===== src/mzs_map.svh =====
// Register map, field positions, reset values and timing constants
// How it works
// - Muting starts when one muting input rises while the other is already high, either first.
// - Muting starts only if the second rise comes within the activation limit of 1 to 16 s.
// - An active muting ends when the maximum muting duration expires, whatever the inputs do.
// - A falling muting input ends muting after an internal delay of at most 30 ms.
// - A muting timer starts with muting; at its limit (10 min default) muting ends, safe state.
// - While muting with no zone fault, the safety switching output stays ON.
// - Input side and output side are never muted at the same time.
// - Muting cannot start while the device is in its safe state.
// - Muting is shown on the lamp output and on the status display.
// - Invalid zone codes inside the switchover window are not a fault.
// - The switchover window is set in steps of 30 ms.
`ifndef MZS_MAP_SVH
`define MZS_MAP_SVH
`define MZS_CLK_MHZ 20
`define MZS_MS_US 1000
`define MZS_SEC_MS 1000
`define MZS_STEP_MS 30
`define MZS_OFF_MS 30
`define MZS_ADDR_CFG0 12'h000
`define MZS_ADDR_CFG1 12'h004
`define MZS_ADDR_STAT 12'h008
`define MZS_ACT_LSB 0
`define MZS_WIN_LSB 8
`define MZS_EN_BIT 16
`define MZS_ACT_RST 4'h3
`define MZS_EN_RST 1'b1
`define MZS_WIN_RST 8'h04
`define MZS_MAXDUR_RST 16'h0258
`endif


===== src/mzs_pkg.sv =====
// Types of the muting and zone select block
package mzs_pkg;
  typedef enum logic [2:0] {
    MZS_WAIT,
    MZS_IDLE,
    MZS_ARMED,
    MZS_MUTED,
    MZS_OFFDLY
  } mzs_state_t;
  typedef logic [3:0] mzs_zone_t;
endpackage


===== src/mzs_ctrl.sv =====
// Muting state machine, zone selection window and APB registers
//
// The implementer's own choices: the address map and the APB interface to the registers.
`timescale 1ns/1ps
`include "mzs_map.svh"
module mzs_ctrl
  import mzs_pkg::*;
#(
  parameter int MS_CYC = `MZS_MS_US * `MZS_CLK_MHZ
) (
  // APB
  input wire logic pclk,
  input wire logic presetn,
  input wire logic psel,
  input wire logic penable,
  input wire logic pwrite,
  input wire logic [11:0] paddr,
  input wire logic [31:0] pwdata,
  output logic [31:0] prdata,
  output logic pready,
  output logic pslverr,
  // Pins
  input wire logic mute_a,
  input wire logic mute_b,
  input wire mzs_pkg::mzs_zone_t zone_sel,
  input wire logic object_detect,
  // Machine side
  output logic safety_switch_output,
  output logic mute_lamp
);
  import mzs_pkg::*;

  function automatic logic onehot(input mzs_zone_t z);
    onehot = (z != 4'h0) && ((z & (z - 4'h1)) == 4'h0);
  endfunction

  // Pin synchronisers
  logic [5:0] s1_q, s2_q, s1_d, s2_d;
  always_comb begin
    s1_d = {zone_sel, mute_b, mute_a};
    s2_d = s1_q;
  end
  always_ff @(posedge pclk or negedge presetn) begin
    if (!presetn) begin
      s1_q <= 6'h00;
      s2_q <= 6'h00;
    end else begin
      s1_q <= s1_d;
      s2_q <= s2_d;
    end
  end
  logic a_s, b_s;
  mzs_zone_t z_s;
  assign a_s = s2_q[0];
  assign b_s = s2_q[1];
  assign z_s = s2_q[5:2];

  // Free running millisecond tick
  logic [15:0] pre_q, pre_d;
  logic ms_tick, sec_tick;
  assign ms_tick = (pre_q == 16'(MS_CYC - 1));
  always_comb begin
    pre_d = ms_tick ? 16'h0000 : pre_q + 16'h0001;
  end
  always_ff @(posedge pclk or negedge presetn) begin
    if (!presetn) begin
      pre_q <= 16'h0000;
    end else begin
      pre_q <= pre_d;
    end
  end

  // Configuration registers
  logic [3:0] act_q, act_d;
  logic [7:0] win_q, win_d;
  logic en_q, en_d;
  logic [15:0] maxdur_q, maxdur_d;

  // Zone selection
  mzs_zone_t zprev_q, zprev_d, zone_q, zone_d;
  logic [12:0] wms_q, wms_d;
  logic wact_q, wact_d, zflt_q, zflt_d;
  logic [12:0] win_ms;
  assign win_ms = 13'(win_q) * 13'(`MZS_STEP_MS);
  always_comb begin
    zprev_d = z_s;
    zone_d = zone_q;
    wms_d = wms_q;
    wact_d = wact_q;
    zflt_d = zflt_q;
    if (z_s != zprev_q) begin
      wact_d = 1'b1;
      wms_d = 13'h0000;
    end else if (wact_q) begin
      if (wms_q >= win_ms) begin
        wact_d = 1'b0;
        zflt_d = !onehot(z_s);
        if (onehot(z_s)) begin
          zone_d = z_s;
        end
      end else if (ms_tick) begin
        wms_d = wms_q + 13'h0001;
      end
    end else if (!onehot(z_s)) begin
      zflt_d = 1'b1;
    end
  end
  always_ff @(posedge pclk or negedge presetn) begin
    if (!presetn) begin
      zprev_q <= 4'h0;
      zone_q <= 4'h0;
      wms_q <= 13'h0000;
      wact_q <= 1'b1;
      zflt_q <= 1'b0;
    end else begin
      zprev_q <= zprev_d;
      zone_q <= zone_d;
      wms_q <= wms_d;
      wact_q <= wact_d;
      zflt_q <= zflt_d;
    end
  end

  // Muting state machine
  mzs_state_t st_q, st_d;
  logic [13:0] ams_q, ams_d;
  logic [15:0] dur_q, dur_d;
  logic [4:0] off_q, off_d;
  logic [9:0] mms_q, mms_d;
  logic tmo_q, tmo_d, side_q, side_d;
  logic safe, muting, both, late;
  logic [13:0] act_ms;
  assign act_ms = (14'(act_q) + 14'h0001) * 14'(`MZS_SEC_MS);
  assign both = a_s && b_s;
  assign late = ams_q > act_ms;
  assign safe = object_detect || zflt_q || tmo_q;
  assign muting = (st_q == MZS_MUTED) || (st_q == MZS_OFFDLY);
  // Seconds counted from muting start, not from a free running divider
  assign sec_tick = ms_tick && (mms_q == 10'(`MZS_SEC_MS - 1));
  always_comb begin
    st_d = st_q;
    mms_d = mms_q;
    ams_d = ams_q;
    dur_d = dur_q;
    off_d = off_q;
    tmo_d = tmo_q;
    side_d = side_q;
    unique case (st_q)
      MZS_WAIT: begin
        if (!a_s && !b_s) begin
          st_d = MZS_IDLE;
          tmo_d = 1'b0;
        end
      end
      MZS_IDLE: begin
        ams_d = 14'h0000;
        side_d = a_s;
        if (both && en_q && !safe) begin
          st_d = MZS_MUTED;
          dur_d = 16'h0000;
          mms_d = 10'h000;
        end else if (a_s || b_s) begin
          st_d = MZS_ARMED;
        end
      end
      MZS_ARMED: begin
        if (ms_tick) begin
          ams_d = ams_q + 14'h0001;
        end
        if (!a_s && !b_s) begin
          st_d = MZS_IDLE;
        end else if (late) begin
          st_d = MZS_WAIT;
        end else if (both && en_q && !safe) begin
          st_d = MZS_MUTED;
          dur_d = 16'h0000;
          mms_d = 10'h000;
        end
      end
      MZS_MUTED, MZS_OFFDLY: begin
        if (ms_tick) begin
          mms_d = sec_tick ? 10'h000 : mms_q + 10'h001;
        end
        if (sec_tick) begin
          dur_d = dur_q + 16'h0001;
        end
        if (st_q == MZS_MUTED) begin
          off_d = 5'h00;
          if (!both) begin
            st_d = MZS_OFFDLY;
          end
        end else if (ms_tick) begin
          off_d = off_q + 5'h01;
        end
        if (dur_q >= maxdur_q) begin
          st_d = MZS_WAIT;
          tmo_d = 1'b1;
        end else if (st_q == MZS_OFFDLY && off_q >= 5'(`MZS_OFF_MS - 1)) begin
          st_d = MZS_WAIT;
        end
      end
    endcase
  end
  always_ff @(posedge pclk or negedge presetn) begin
    if (!presetn) begin
      st_q <= MZS_WAIT;
      ams_q <= 14'h0000;
      dur_q <= 16'h0000;
      off_q <= 5'h00;
      mms_q <= 10'h000;
      tmo_q <= 1'b0;
      side_q <= 1'b0;
    end else begin
      st_q <= st_d;
      ams_q <= ams_d;
      dur_q <= dur_d;
      off_q <= off_d;
      mms_q <= mms_d;
      tmo_q <= tmo_d;
      side_q <= side_d;
    end
  end

  // Outputs
  logic out_q, out_d, lamp_q, lamp_d;
  always_comb begin
    out_d = !zflt_q && (muting || !safe);
    lamp_d = muting;
  end
  always_ff @(posedge pclk or negedge presetn) begin
    if (!presetn) begin
      out_q <= 1'b0;
      lamp_q <= 1'b0;
    end else begin
      out_q <= out_d;
      lamp_q <= lamp_d;
    end
  end
  assign safety_switch_output = out_q;
  assign mute_lamp = lamp_q;

  // APB slave, answered in the first access cycle
  logic rdy_q, rdy_d, err_q, err_d;
  logic [31:0] rd_q, rd_d;
  logic hit, wr;
  assign hit = (paddr == `MZS_ADDR_CFG0) || (paddr == `MZS_ADDR_CFG1)
    || (paddr == `MZS_ADDR_STAT);
  assign wr = psel && penable && rdy_q && pwrite;
  always_comb begin
    rdy_d = psel && !penable;
    err_d = psel && !penable && !hit;
    rd_d = 32'h00000000;
    act_d = act_q;
    win_d = win_q;
    en_d = en_q;
    maxdur_d = maxdur_q;
    if (psel && !penable && !pwrite) begin
      unique case (paddr)
        `MZS_ADDR_CFG0: rd_d = {15'h0000, en_q, win_q, 4'h0, act_q};
        `MZS_ADDR_CFG1: rd_d = {16'h0000, maxdur_q};
        `MZS_ADDR_STAT: rd_d = {21'h00000, side_q, zone_q, st_q, tmo_q,
          zflt_q, muting};
        default: rd_d = 32'h00000000;
      endcase
    end
    if (wr && paddr == `MZS_ADDR_CFG0) begin
      act_d = pwdata[`MZS_ACT_LSB+:4];
      win_d = pwdata[`MZS_WIN_LSB+:8];
      en_d = pwdata[`MZS_EN_BIT];
    end
    if (wr && paddr == `MZS_ADDR_CFG1) begin
      maxdur_d = pwdata[15:0];
    end
  end
  always_ff @(posedge pclk or negedge presetn) begin
    if (!presetn) begin
      rdy_q <= 1'b0;
      err_q <= 1'b0;
      rd_q <= 32'h00000000;
      act_q <= `MZS_ACT_RST;
      win_q <= `MZS_WIN_RST;
      en_q <= `MZS_EN_RST;
      maxdur_q <= `MZS_MAXDUR_RST;
    end else begin
      rdy_q <= rdy_d;
      err_q <= err_d;
      rd_q <= rd_d;
      act_q <= act_d;
      win_q <= win_d;
      en_q <= en_d;
      maxdur_q <= maxdur_d;
    end
  end
  assign pready = rdy_q;
  assign pslverr = err_q;
  assign prdata = rd_q;
endmodule


===== config.mk =====
export PLATFORM = sky130hd
export DESIGN_NAME = mzs_ctrl
export DESIGN_NICKNAME = d
export VERILOG_FILES = /design/src/mzs_pkg.sv /design/src/mzs_ctrl.sv
export VERILOG_INCLUDE_DIRS = /design/src
export SDC_FILE = /design/constraint.sdc
export NUM_CORES = 1
export LEC_CHECK = 0
export BUFFER_PORTS_ARGS = -buffer_cell sky130_fd_sc_hd__buf_2
export CORE_ASPECT_RATIO = 1.25
export CORE_UTILIZATION = 58
export DETAILED_ROUTE_END_ITERATION = 8
export PLACE_DENSITY = 0.76
export SLEW_MARGIN = 30
export SYNTH_ARGS = -nofsm -noshare
export SYNTH_HDL_FRONTEND = slang
export SYNTH_SLANG_ARGS = --single-unit

===== constraint.sdc =====
create_clock -name pclk -period 6.22 [get_ports pclk]
set_input_delay 0.933 -clock pclk [delete_from_list [all_inputs] [get_ports pclk]]
set_output_delay 0.933 -clock pclk [all_outputs]
set_load 0.005 [all_outputs]

==> results by group <==
Floorplanning
  – Die area: 0.01683 sq mm
  – Area of the core region: 0.01576 sq mm
  – Die Span X: 116.2 microns
  – Cell Rows: 51
  – Die span in y: 144.8 microns
  – Initial core utilization: 0.6003
  – IO Count: 92

Critical path
  – Beginning of the worst register-to-register path: act_q[1]
  – Endpoint kind of the worst setup timing path: flop
  – Critical Path AT: 6.24 ns
  – Type of the worst setup path: reg -> reg
  – Setup crit start kind: flop
  – FF-to-FF path depth: 21
  – Capture instance of the worst register-to-register path: dur_q[1]
  – WP data required: 6.56 ns
  – Top fanout value on the critical path: 16
  – Launch point of the worst path: act_q[1]
  – Register-to-register setup slack: 0.32 ns
  – Timing endpoint of the critical path: dur_q[1]

Finish
  – Growth of design area from synthesis to finish: 11.94%
  – Count of antenna diodes in the layout: 0
  – Fraction of layout cells with a size suffix above 1: 0.1545
  – Final net count: 1188
  – Multi-input gate area in the final layout: 0.005250 sq mm
  – FILL cells: 1255
  – Storage cell area: 0.003790 sq mm
  – Final standard cell area without fillers: 0.01059 sq mm

Pwr
  – Power, Total: 2.918 mW
  – Power per cell area: 275.5 mW/mm^2
  – Clock power share: 0.373
  – Cell-internal power: 1.974 mW
  – Net switching power figure: 0.9434 mW
  – Portion of total power attributed to combinational logic: 0.215
  – Worst IR drop on VDD: 0.0002220 V
  – Share of power burned in registers: 0.412
  – Leakage power total: 4.879 nW
  – Share of total power consumed by net switching: 0.3233

Timing
  – Final worst path period share: 0.9479
  – Number of failing hold endpoints at the final stage: 0
  – Worst slew slack as a fraction of its limit: 0.4032
  – Number of endpoints failing setup at the final stage: 0
  – Maximum operating frequency: 169.6 MHz
  – Setup repair after global routing missed its margin: no
  – Total count of max-transition violations in the final report: 0
  – Aggregate negative setup slack: 0 ns
  – Worst Clk Skew: 0.01016 ns
  – Tmin final: 5.896 ns
  – Worst Max-Slew Pin Slew: 0.8920 ns

CTS
  – Number of hold buffers added after cts: 0
  – Count of buffers added by post-CTS timing repair for setup: 0
  – CTS Root Buffer Type: clkbuf_16
  – Clock H-tree levels: 4
  – TritonCTS clock tree: done
  – Buffers from clock root to sink, at most: 2
  – CTS buffer count: 17
  – Insertion delay of the later-clocked pin in the worst-skew pair: 0.43 ns
  – Resized Gates After CTS: 0
  – TritonCTS Sinks: 151
  – Clock-pin slew on the worst setup and hold paths: 0.06 ns

Synthesis
  – Cells after Synth: 963
  – Count of cell types in the netlist: 77
  – Flip-flop and latch count after synthesis: 151
  – Predominant post-synthesis flop cell: dfrtp_1
  – Synth area leader: dfrtp_1
  – Cell with the most instances after synthesis: dfrtp_1
  – Sequential-to-total area share from yosys stat: 0.4006
  – Asr flop ratio synth: 1.000
  – Commonest cells post-synth: dfrtp_1, nor2_1, ha_1
  – Post-Syn Area: 0.009462 sq mm
  – Top cells by area, synth: dfrtp_1, ha_1, fa_1, nor2_1, mux2_2
  – Top-area cell type share of the netlist area: 0.3756
  – Number of synthesized flops with an enable pin: 0
  – Mean instance size in the synthesized netlist: 9.825 sq um
  – Total number of yosys warnings: 0

Detailed routing
  – Wire length after detailed routing: 19.76 mm
  – Per-cell routed wire length: 15.76 microns
  – Detail Route Antenna Nets: 0
  – TritonRoute pass-1 iters: 5
  – WL met1: 8.916 mm
  – Highest Signal Layer: met4
  – Detailed-route via count: 7184
  – Metal2 WL: 9.686 mm
  – Vias per Instance: 5.729
  – DR WL met3: 812 microns
  – Drc violations: 0
  – Drt initial violations: 475

Job
  – Max-cap violation count: 0

Placed design
  – Placer Congestion: 0.8274
  – Placement-stage cell area: 0.009950 sq mm
  – Quantity of I/O buffers inserted on ports: 61
  – Sum of net half-perimeters after detailed placement: 14.40 mm

Run status
  – Result of the run: complete, no violations

Global routing
  – Via count of the first global-routing pass: 7084
  – Maximum number of pins on one net before global-route repair: 96
  – Total congestion overflow: 0
  – Global-route wire length before repair: 33.55 mm
  – Number of antenna violations at the first check in global routing: 0
  – Aggregate global-route resource usage: 0.2577

Min path
  – Worst hold path class: reg -> reg
## flip-flops by register name (all words and copies together) (netlist names), 3 cells and up
| register | flops |
|---|---|
| act_q | 4 |
| ams_q | 14 |
| dur_q | 16 |
| maxdur_q | 16 |
| mms_q | 10 |
| off_q | 5 |
| prdata | 17 |
| pre_q | 16 |
| s1_q | 6 |
| s2_q | 6 |
| st_q | 3 |
| win_q | 8 |
| wms_q | 13 |
| zone_q | 4 |
| zprev_q | 4 |
## layer usage
layer | vias to the layer above | track usage
met5 | - | 0
met4 | 0 | 0.08637
met3 | 27 | 0.04581
met2 | 170 | 0.4357
met1 | 3485 | 0.3320
li1 | 3502 | -
## worst min-delay path by stage
stage	start	end	depth (start not counted)
6_report	s1_q[2]	s2_q[2]	0
4_1_cts	s1_q[2]	s2_q[2]	0
2_1_floorplan	s1_q[0]	s2_q[0]	0
3_3_place_gp	s1_q[4]	s2_q[4]	0
3_5_place_dp	s1_q[2]	s2_q[2]	0
5_1_grt	s1_q[5]	s2_q[5]	0
## critical path, stage by stage (launching register included)
cell and delay, ns:
dfstp_2 0.55, ha_1 0.19, xor2_1 0.20, inv_1 0.14, fa_1 0.54, fa_1 0.53
fa_1 0.54, inv_1 0.04, ha_1 0.32, nor2b_1 0.15, o21a_1 0.18, o41a_1 0.33
xnor2_1 0.16, ha_1 0.30, nand4_1 0.16, a211oi_1 0.33, a2111oi_2 0.08, buf_4 0.16
o211ai_2 0.43, a21oi_2 0.10, buf_4 0.21, o21ai_0 0.18
## final cells by class
cell class | count | share of cell area
clock inverter | 14 | 0.01867
inverter | 78 | 0.02764
multi-input combinational | 713 | 0.4957
tap | 212 | 0.02504
sequential | 151 | 0.3578
timing repair buffer | 68 | 0.03461
clock buffer | 18 | 0.04052
## placed cells by master (no fill, tap or decap), drive strengths merged, types with 4 or more instances in the layout
| master | n |
|---|---|
| dfrtp | 142 |
| a21oi | 56 |
| nor3 | 18 |
| nand2 | 56 |
| a22oi | 9 |
| nor2b | 10 |
| conb | 15 |
| and4 | 11 |
| bufinv | 4 |
| o21a | 4 |
| o21ai | 49 |
| nand4 | 22 |
| and3 | 12 |
| nand3 | 40 |
| a31oi | 14 |
| o31a | 4 |
| and2 | 4 |
| nor2 | 103 |
| clkinvlp | 5 |
| ha | 80 |
| nor3b | 4 |
| dfstp | 9 |
| mux2i | 12 |
| clkbuf | 19 |
| xor2 | 24 |
| or3 | 10 |
| fa | 23 |
| nand2b | 7 |
| mux2 | 31 |
| a2111oi | 4 |
| buf | 67 |
| inv | 81 |
| a211oi | 10 |
| nor4 | 8 |
| xnor2 | 31 |
| o211ai | 6 |
## cell families after synthesis
logic type | share of synthesized area
buffers and inverters | 0.05157
other | 0.0003963
multiplexers | 0.04959
flip-flops | 0.4006
AO/OA/AOI/OAI | 0.1177
XOR/XNOR | 0.05091
AND/OR/NAND/NOR | 0.1748
adder cells (fa/ha/maj) | 0.1545
## per-stage QoR
stage	instances	utilization	hold slack, ns	setup WS (ns)
global placement	1220	0.6308	0.3313	0.3474
global route	1254	0.6720	0.3569	0.01472
detailed placement	1221	0.6313	0.3373	0.2780
finish	1254	0.6720	0.3499	0.3238
floorplan	977	-	0.3312	0.5123
CTS	1253	0.6710	0.3515	0.2589
## power groups by stage
| stage | sequential [mW] | combinational [mW] | clock [mW] |
|---|---|---|---|
| floorplan | 1.16 | 0.484 | 0 |
| global placement | 1.21 | 0.600 | 0 |
| detailed placement | 1.22 | 0.621 | 0 |
| CTS | 1.20 | 0.628 | 1.10 |
| global route | 1.22 | 0.716 | 1.14 |
| finish | 1.20 | 0.627 | 1.09 |
No activity file was read; power rests on OpenSTA's default activity.
